--- src/verilog/ilm_regs.vh ---
// register offsets, field positions, reset values for the level and mask block
`ifndef ILM_REGS_VH
`define ILM_REGS_VH
`define ILM_ADDR_W          16
`define ILM_OFF_LEVEL7      16'hF62C
`define ILM_OFF_MASK        16'hF640
`define ILM_OFF_PENDING     16'hF680
`define ILM_LVL_W           3
`define ILM_POS_SRC31       24
`define ILM_POS_SRC30       16
`define ILM_POS_SRC15       8
`define ILM_POS_SRC14       0
`define ILM_POS_MASK        0
`define ILM_RST_LEVEL       3'h0
`define ILM_RST_MASK        3'h0
`define ILM_LVL_MAX         3'h7
`define ILM_SYNC_STAGES     2
`endif

--- src/verilog/ilm_sync.v ---
// two-flop synchroniser for the raw request lines
`timescale 1ns/1ps
module ilm_sync #(
  parameter W = 4
) (
  input  wire         core_clk,
  input  wire         nrst,
  input  wire [W-1:0] async_in,
  output wire [W-1:0] sync_out
);
  reg [W-1:0] meta_r;
  reg [W-1:0] sync_r;
  always @(posedge core_clk or negedge nrst) begin
    if (!nrst) begin
      meta_r <= {W{1'b0}};
      sync_r <= {W{1'b0}};
    end else begin
      meta_r <= async_in;
      sync_r <= meta_r;
    end
  end
  assign sync_out = sync_r;
endmodule

--- src/verilog/ilm_arbiter.v ---
// picks the highest level among pending sources that beat the mask
`timescale 1ns/1ps
module ilm_arbiter #(
  parameter N = 4
) (
  input  wire [N-1:0]   pend,
  input  wire [3*N-1:0] levels,
  input  wire [2:0]     mask,
  output reg            req,
  output reg  [2:0]     best
);
  integer i;
  reg [2:0] lv;
  always @* begin
    req  = 1'b0;
    best = 3'h0;
    lv   = 3'h0;
    for (i = 0; i < N; i = i + 1) begin
      lv = levels[3*i +: 3];
      // level 0 never passes since mask >= 0; strict compare blocks equal levels
      if (pend[i] && (lv > mask) && (lv > best)) begin
        req  = 1'b1;
        best = lv;
      end
    end
  end
endmodule

--- src/verilog/ilm_top.v ---
// interrupt level and mask block: level fields, mask threshold, request out
// Operation
// - level field bits 26:24 of level register seven sets source 31 level
// - level field bits 18:16 of level register seven sets source 30 level
// - level field bits 10:8 of level register seven sets source 15 level
// - level field bits 2:0 of level register seven sets source 14 level
// - level value zero disables the source entirely
// - values one to seven are levels one to seven, seven highest
// - all four level fields reset to zero
// - mask threshold in bits 2:0 of mask register, upper bits reserved, reset zero
// - block levels equal to or below the mask, pass strictly higher
// - mask zero lets every enabled level through
// - mask seven blocks everything
// - pending status shows raw requests regardless of levels and mask
//
// The strobed register port was left to the implementer.
`timescale 1ns/1ps
`include "ilm_regs.vh"
module ilm_top (
  core_clk,
  nrst,
  reg_addr,
  reg_wdata,
  reg_wr,
  reg_rd,
  reg_rdata,
  irq_raw,
  cpu_irq,
  cpu_irq_level,
  src_enabled
);
  input                      core_clk;
  input                      nrst;
  input  [`ILM_ADDR_W-1:0]   reg_addr;
  input  [31:0]              reg_wdata;
  input                      reg_wr;
  input                      reg_rd;
  output [31:0]              reg_rdata;
  input  [3:0]               irq_raw;
  output                     cpu_irq;
  output [2:0]               cpu_irq_level;
  output [3:0]               src_enabled;

  wire                       core_clk;
  wire                       nrst;
  wire   [`ILM_ADDR_W-1:0]   reg_addr;
  wire   [31:0]              reg_wdata;
  wire                       reg_wr;
  wire                       reg_rd;
  reg    [31:0]              reg_rdata;
  wire   [3:0]               irq_raw;
  reg                        cpu_irq;
  reg    [2:0]               cpu_irq_level;
  wire   [3:0]               src_enabled;

  ////////////////////////////////////////////////////////////////////////////
  // raw request lines index: 0 = src14, 1 = src15, 2 = src30, 3 = src31
  reg  [2:0]  lvl_src31_r;
  reg  [2:0]  lvl_src30_r;
  reg  [2:0]  lvl_src15_r;
  reg  [2:0]  lvl_src14_r;
  reg  [2:0]  mask_r;
  wire [3:0]  pend_sync;
  wire        arb_req;
  wire [2:0]  arb_best;
  wire [31:0] level7_word;
  wire [31:0] mask_word;
  wire [31:0] pend_word;
  reg  [31:0] rdata_nxt;

  function hit;
    input [`ILM_ADDR_W-1:0] a;
    input [`ILM_ADDR_W-1:0] off;
    begin
      hit = (a == off);
    end
  endfunction

  ////////////////////////////////////////////////////////////////////////////
  // request lines come from other blocks' domains in general, so resync
  ilm_sync #(
    .W (4)
  ) u_sync (
    .core_clk (core_clk),
    .nrst     (nrst),
    .async_in (irq_raw),
    .sync_out (pend_sync)
  );

  ////////////////////////////////////////////////////////////////////////////
  always @(posedge core_clk or negedge nrst) begin
    if (!nrst) begin
      lvl_src31_r <= `ILM_RST_LEVEL;
      lvl_src30_r <= `ILM_RST_LEVEL;
      lvl_src15_r <= `ILM_RST_LEVEL;
      lvl_src14_r <= `ILM_RST_LEVEL;
      mask_r      <= `ILM_RST_MASK;
    end else if (reg_wr) begin
      if (hit(reg_addr, `ILM_OFF_LEVEL7)) begin
        lvl_src31_r <= reg_wdata[`ILM_POS_SRC31 +: `ILM_LVL_W];
        lvl_src30_r <= reg_wdata[`ILM_POS_SRC30 +: `ILM_LVL_W];
        lvl_src15_r <= reg_wdata[`ILM_POS_SRC15 +: `ILM_LVL_W];
        lvl_src14_r <= reg_wdata[`ILM_POS_SRC14 +: `ILM_LVL_W];
      end
      if (hit(reg_addr, `ILM_OFF_MASK)) begin
        mask_r <= reg_wdata[`ILM_POS_MASK +: `ILM_LVL_W];
      end
    end
  end

  ////////////////////////////////////////////////////////////////////////////
  // reserved bits read zero
  assign level7_word = {5'h00, lvl_src31_r, 5'h00, lvl_src30_r,
                        5'h00, lvl_src15_r, 5'h00, lvl_src14_r};
  assign mask_word   = {29'h0000000, mask_r};
  // pending shows raw lines only; sources outside this block read zero
  assign pend_word   = {pend_sync[3], pend_sync[2], 14'h0000,
                        pend_sync[1], pend_sync[0], 14'h0000};

  always @* begin
    rdata_nxt = 32'h00000000;
    if (hit(reg_addr, `ILM_OFF_LEVEL7)) begin
      rdata_nxt = level7_word;
    end else if (hit(reg_addr, `ILM_OFF_MASK)) begin
      rdata_nxt = mask_word;
    end else if (hit(reg_addr, `ILM_OFF_PENDING)) begin
      rdata_nxt = pend_word;
    end
  end

  always @(posedge core_clk or negedge nrst) begin
    if (!nrst) begin
      reg_rdata <= 32'h00000000;
    end else if (reg_rd) begin
      reg_rdata <= rdata_nxt;
    end else begin
      reg_rdata <= 32'h00000000;
    end
  end

  ////////////////////////////////////////////////////////////////////////////
  // level zero and mask seven fall out of the strict compare naturally
  ilm_arbiter #(
    .N (4)
  ) u_arb (
    .pend   (pend_sync),
    .levels ({lvl_src31_r, lvl_src30_r, lvl_src15_r, lvl_src14_r}),
    .mask   (mask_r),
    .req    (arb_req),
    .best   (arb_best)
  );

  // registered so the core sees a glitch-free request
  always @(posedge core_clk or negedge nrst) begin
    if (!nrst) begin
      cpu_irq       <= 1'b0;
      cpu_irq_level <= 3'h0;
    end else begin
      cpu_irq       <= arb_req;
      cpu_irq_level <= arb_best;
    end
  end

  assign src_enabled = {(lvl_src31_r != 3'h0), (lvl_src30_r != 3'h0),
                        (lvl_src15_r != 3'h0), (lvl_src14_r != 3'h0)};

endmodule

--- config.mk ---
export PLATFORM = sky130hd
export DESIGN_NAME = ilm_top
export DESIGN_NICKNAME = d
export VERILOG_FILES = /design/src/verilog/ilm_sync.v /design/src/verilog/ilm_arbiter.v /design/src/verilog/ilm_top.v
export VERILOG_INCLUDE_DIRS = /design/src /design/src/verilog
export SDC_FILE = /design/constraint.sdc
export NUM_CORES = 1
export LEC_CHECK = 0
export ABC_AREA = 1
export BUFFER_PORTS_ARGS = -buffer_cell sky130_fd_sc_hd__buf_2
export CORE_UTILIZATION = 44
export DETAILED_ROUTE_END_ITERATION = 8
export GPL_TIMING_DRIVEN = 0
export MAX_ROUTING_LAYER = met4
export PLACE_DENSITY_LB_ADDON = 0.25
export SYNTH_ARGS = -nofsm -noshare
export SYNTH_HDL_FRONTEND = slang
export SYNTH_SLANG_ARGS = --single-unit
--- constraint.sdc ---
create_clock -name core_clk -period 3.57 [get_ports core_clk]
set_clock_uncertainty 0.15 [all_clocks]
set_input_delay 0.357 -clock core_clk [delete_from_list [all_inputs] [get_ports core_clk]]
set_output_delay 0.357 -clock core_clk [all_outputs]
set_load 0.05 [all_outputs]
==> results of run 1 <==
## through the flow
| stage | TNS, ns | utilization | hold WS [ns] | setup slack, ns |
|---|---|---|---|---|
| 2_1_floorplan | -0.2403 | - | -0.08859 | -0.08242 |
| 3_3_place_gp | -1.756 | 0.5579 | 0.1815 | -0.4561 |
| 3_5_place_dp | -2.020 | 0.5579 | 0.1858 | -0.5261 |
| 4_1_cts | -1.310 | 0.6232 | 0.01306 | -0.3400 |
| 5_1_grt | -2.602 | 0.6604 | 0.005132 | -0.6812 |
| 6_report | -1.779 | 0.6604 | 0.01991 | -0.4645 |
## per-layer routing
layer | track usage | share of wire | up-vias | wire length, µm
met5 | - | 0 | - | 0
met4 | 0.08025 | 0.026 | 0 | 147
met3 | 0.04685 | 0.053 | 14 | 300
met2 | 0.3283 | 0.49 | 69 | 2746
met1 | 0.2615 | 0.43 | 980 | 2435
li1 | - | - | 1049 | -
## worst max-delay path, cell delays in order, from the launching register on
cell and delay [ns]:
dfrtp_2 0.44, ha_4 0.30, nand2_2 0.05, nor2_2 0.11, nor2_1 0.06, nor2_1 0.15
inv_1 0.09, nor2_1 0.13, ha_1 0.25, inv_2 0.07, nor2_4 0.04, nor2_4 0.12
nand3_4 0.12, nand2_2 0.11, nand2_2 0.06, ha_4 0.26, nand2_4 0.09, inv_2 0.04
a21oi_4 0.17, nand4_1 0.14, nand2_1 0.12, inv_2 0.06, ha_4 0.29, nand2_4 0.06
o21ai_4 0.16, nand3_4 0.11, nand2_1 0.11, nand2_1 0.05
## logic make-up (layout without fill, tap and decap cells)
family,count (synthesis),in the layout,synth area share
AOI/OAI and AO/OA,30,30,0.07839
adders and majority gates,21,21,0.1112
buffers and inverters,47,140,0.1070
DFF,43,43,0.4555
other,1,16,0.001587
and+or+nand+nor,117,117,0.2463
## how the worst max path moves through the flow
stage                   start          endpoint  slack, ns  cells past startpoint
3_3_place_gp        mask_r[0]  cpu_irq_level[0]      -0.46                     28
6_report       lvl_src14_r[2]  cpu_irq_level[1]      -0.46                     27
2_1_floorplan       mask_r[0]  cpu_irq_level[2]      -0.08                     27
4_1_cts        lvl_src14_r[2]  cpu_irq_level[0]      -0.34                     28
5_1_grt        lvl_src14_r[1]  cpu_irq_level[2]      -0.68                     28
3_5_place_dp        mask_r[0]  cpu_irq_level[0]      -0.53                     27
## timing repair
| item | CTS | global route |
|---|---|---|
| resized for setup | 20 | 26 |
| pin swaps | 9 | 39 |
| cloned | 0 | 0 |
| endpoints found under the setup margin | 4 | 4 |
| setup buffers | 17 | 9 |
## layout make-up
| class | instances | area, µm² |
|---|---|---|
| flip-flops and latches | 43 | 1079 |
| clock buffers | 8 | 100.1 |
| inverters | 28 | 105.1 |
| fillers | 417 | 1745 |
| repair buffers | 85 | 494.2 |
| multi-input cells | 184 | 1381 |
| plain buffers | 19 | 147.6 |
| well taps | 70 | 87.58 |
## layout by cell type (no fill, tap or decap), drive strengths merged
| cell | count |
|---|---|
| nand3 | 23 |
| nor2 | 23 |
| a21oi | 9 |
| dfrtp | 43 |
| o22ai | 3 |
| nand3b | 3 |
| o21ai | 17 |
| buf | 104 |
| or2 | 1 |
| nand2 | 48 |
| and2 | 1 |
| clkinv | 1 |
| clkbuf | 8 |
| nor3b | 5 |
| nand4 | 11 |
| nor3 | 2 |
| conb | 16 |
| ha | 21 |
| a31oi | 1 |
| inv | 27 |
## power by group through the flow
stage	Clock, µW	Combinational [µW]	Sequential [µW]
4_1_cts	339	230	504
6_report	334	271	504
2_1_floorplan	0	111	547
3_5_place_dp	0	195	514
5_1_grt	359	290	506
3_3_place_gp	0	192	513
==> results.cfg, run 1 <==
[outcome]
status = finished, violations left
violations = setup timing

[die]
die_h_um = 75.27
io_pins = 96
fp-row-count = 26
coreArea_um2 = 5140
die_w_um = 75.27
initial_utilization = 0.4596
dieArea_um2 = 5666

[worst_hold_path]
hold_path.class = in2reg
holdPathStages = 1
worstHoldEndpoint = u_sync.meta_r[3]
min_from = irq_raw[3]

[final_layout]
antennaDiodeCount = 0
final_cell_area_um2 = 3395
syn_to_final_growth_pct = 43.70
fin_nets = 443
largest_register_ffs = 16
stdcell_count = 437
largest-register = reg_rdata
final_layout_size_suffix_gt1_frac = 0.4768

[detailed_routing]
ant_nets = 0
wire_per_inst_um = 12.88
drt_iter0_drc = 67
num_vias = 2112
first_pass_iters = 4
drc = 0
totalWireLength_mm = 5.630
vias_per_cell = 4.833

[timing]
post-route-min-period_ns = 4.034
slew_viol_final = 0
relSlewSlack = 0.3843
rsz0062_at_grt = true
setup_viol = 4
worst_pin_slew_ns = 0.9236
fmax_ghz = 0.2479
fin_ws_ns = -0.4645
hold_viol_final = 0
period_share = 1.130

[clocking]
postCtsHoldBufs = 0
insertion_delay_ns = 0.29
clock_sinks = 43
cts_root_buf = clkbuf_8
numCtsBuffers = 5
h-tree-depth = 2
clk_pin_slew_ns = 0.08
cts_tree = yes
cts_max_path_buffers = 2

[synth]
yosysSeqAreaShare = 0.4555
synthesis.area_um2 = 2362
ys_types = 30
yosys-top-cells-area = dfrtp_1 46%, ha_1 11%, nand2_1 7.3%
synth-main-ff-cell = dfrtp_1
synth.avg_cell_area_um2 = 9.121
ys_top_cells_by_count = 46 x nand2_1, 43 x dfrtp_1, 27 x inv_1, 22 x nand3_1, 21 x ha_1
synth_warnings = 0
synth_seq_cells = 43
synth_top_cell_by_area = dfrtp_1
syn_inst = 259
synth_edf_count = 0
synth_top_area_share = 0.4555
synth.most_common_cell = nand2_1
synth_async_sr_flop_share = 1.000

[pwr]
p_per_area_nw_per_um2 = 326.9
p_int_uw = 781.5
ir_drop_v = 0.0002869
power_frac_seq = 0.454
combinationalPowerShare = 0.245
report.power.total_uw = 1110
leakagePower_uw = 0.001791
sw_frac_of_total = 0.2957
p_sw_uw = 328.1
clkPwrFrac = 0.301

[worst_setup_path]
r2r_start = lvl_src14_r[2]
end_kind = flop
startpoint_type = flop
rr_endpoint = cpu_irq_level[1]
reg2reg_depth = 27
reg2reg_slack_ns = -0.46
worstSetupPathType = reg2reg
arrival_ns = 4.07
cp.required_ns = 3.60
cp_max_fo = 5

[run]
maxCapViolCount = 0

[global_route]
grt_pass1_wl_mm = 8.355
antenna_found_initial = 0
track_usage = 0.2082
grt_pass1_vias = 1877
grt_max_degree = 44
grt_overflow = 0

[placed_design]
place.port_buffers = 59
dp_hpwl_mm = 3.726
placedInstanceArea_um2 = 2868
gp_congestion = 0.8530
place_inst = 403
(Power assumes the default switching activity.)
==> run 2, diff against run 1 <==
--- a/config.mk
+++ b/config.mk
@@ -13,6 +13,7 @@
 export GPL_TIMING_DRIVEN = 0
 export MAX_ROUTING_LAYER = met4
 export PLACE_DENSITY_LB_ADDON = 0.25
+export SETUP_SLACK_MARGIN = 0.4
 export SYNTH_ARGS = -nofsm -noshare
 export SYNTH_HDL_FRONTEND = slang
 export SYNTH_SLANG_ARGS = --single-unit
==> results.cfg, run 2 (synthesized netlist as in run 1, its figures left out) <==
[outcome]
status = finished, violations left
violations = setup timing

[global_route]
antenna_found_initial = 0
grt_max_degree = 44
grt_overflow = 0
grt_pass1_wl_mm = 9.653
track_usage = 0.2437
grt_pass1_vias = 2028

[detailed_routing]
num_vias = 2338
vias_per_cell = 4.974
drc = 0
wire_per_inst_um = 15.36
totalWireLength_mm = 7.218
ant_nets = 0
first_pass_iters = 4
drt_iter0_drc = 179

[placed_design]
preCtsSetupSlack_ns = -0.5432
place.port_buffers = 59
gp_congestion = 0.8760
dp_hpwl_mm = 3.608
placedInstanceArea_um2 = 2868

[worst_setup_path]
reg2reg_slack_ns = -0.62
worstSetupPathType = reg2reg
r2r_start = lvl_src14_r[0]
slowest_stage = dfrtp_1
startpoint_type = flop
cp.required_ns = 3.67
cp_max_fo = 5
end_kind = flop
slowest_delay_ns = 0.40
cp_num_cells = 27
worst-path-buf-inv = 5
path_delay_family = simple AND/OR/NAND/NOR gates
arrival_ns = 4.29
reg2reg_depth = 27
critPathCapture = cpu_irq_level[2]
rr_endpoint = cpu_irq_level[2]
crit_path_start = lvl_src14_r[0]

[clocking]
clk_pin_slew_ns = 0.08
numCtsBuffers = 5
clock_sinks = 43
cts_max_path_buffers = 2
postCtsHoldBufs = 0
cts_root_buf = clkbuf_8
h-tree-depth = 2
cts_tree = yes
insertion_delay_ns = 0.30

[die]
die_w_um = 75.27
initial_utilization = 0.4596
io_pins = 96
fp-row-count = 26
die_h_um = 75.27
coreArea_um2 = 5140
dieArea_um2 = 5666

[pwr]
clkPwrFrac = 0.283
leakagePower_uw = 0.001952
power_frac_seq = 0.443
sw_frac_of_total = 0.3111
p_per_area_nw_per_um2 = 311.6
p_sw_uw = 353.8
p_int_uw = 783.4
combinationalPowerShare = 0.274
ir_drop_v = 0.0002218
report.power.total_uw = 1137

[final_layout]
antennaDiodeCount = 0
final_cell_area_um2 = 3650
syn_to_final_growth_pct = 54.50
layout_commonest_cell = buf_4
largest-register = reg_rdata
largest_register_ffs = 16
final_util = 0.7101
final_cell_mix = 68 x buf_4, 60 x buf_2, 41 x dfrtp_1
final_layout_size_suffix_gt1_frac = 0.5375
fin_nets = 477
fill_cells = 381

[worst_hold_path]
hold_path.class = in2reg

[timing]
setup_viol = 4
hold_viol_final = 0
slew_viol_final = 0
post-route-min-period_ns = 4.190
worst_pin_slew_ns = 0.9235
fin_ws_ns = -0.6199
hold_slack_ns = 0.01099
relSlewSlack = 0.3843
period_share = 1.174
fmax_ghz = 0.2387
rsz0062_at_grt = true

[run]
maxCapViolCount = 0
[run 2: layout make-up]
cell class                      instances  area, µm²  area share
Inverter                               28      107.6     0.02948
Buffer                                 19      147.6     0.04045
Timing Repair Buffer                  119      775.7      0.2125
Multi-Input combinational cell        184       1365      0.3740
Sequential cell                        43       1079      0.2955
Clock buffer                            6      82.58     0.02263
Tap cell                               70      87.58     0.02400
Clock inverter                          1      5.005    0.001371
[run 2: repair_timing]
item                       4_1_cts  5_1_grt
buffers inserted                48       12
gates resized for setup         15       39
hold endpoints to repair         0        0
setup endpoints to repair        4        4
pin swaps                       10       27
[run 2: layer usage]
metal  part of all wire  wire [µm]  global-route usage  vias to the layer above
li1                   -          -                   -                     1118
met1               0.41       2975              0.2902                     1092
met2               0.49       3546              0.4024                       96
met3              0.049        356             0.04284                       32
met4              0.047        340              0.1132                        0
met5                  0          0                   -                        -
[run 2: how the worst min path moves through the flow]
| stage | endpoint | slack, ns | depth (start not counted) | start |
|---|---|---|---|---|
| CTS | u_sync.meta_r[0] | 0.01 | 1 | irq_raw[0] |
| finish | u_sync.meta_r[0] | 0.01 | 1 | irq_raw[0] |
| detailed placement | u_sync.sync_out[3] | 0.18 | 0 | u_sync.meta_r[3] |
| global placement | u_sync.sync_out[3] | 0.18 | 0 | u_sync.meta_r[3] |
| floorplan | cpu_irq | -0.09 | 0 | nrst |
| global route | u_sync.meta_r[0] | 0.0003 | 1 | irq_raw[0] |
[run 2: power groups by stage]
stage	Combinational, µW	Sequential [µW]	Clock (µW)
final	311	504	322
after global placement	192	513	0
after detailed placement	195	514	0
after CTS	248	504	318
after global routing	332	507	349
after floorplan	111	547	0
[run 2: through the flow]
step	instances	setup TNS, ns
floorplan	274	-0.2403
global placement	403	-1.788
detailed placement	403	-2.074
CTS	458	-1.510
global route	470	-3.208
finish	470	-2.382
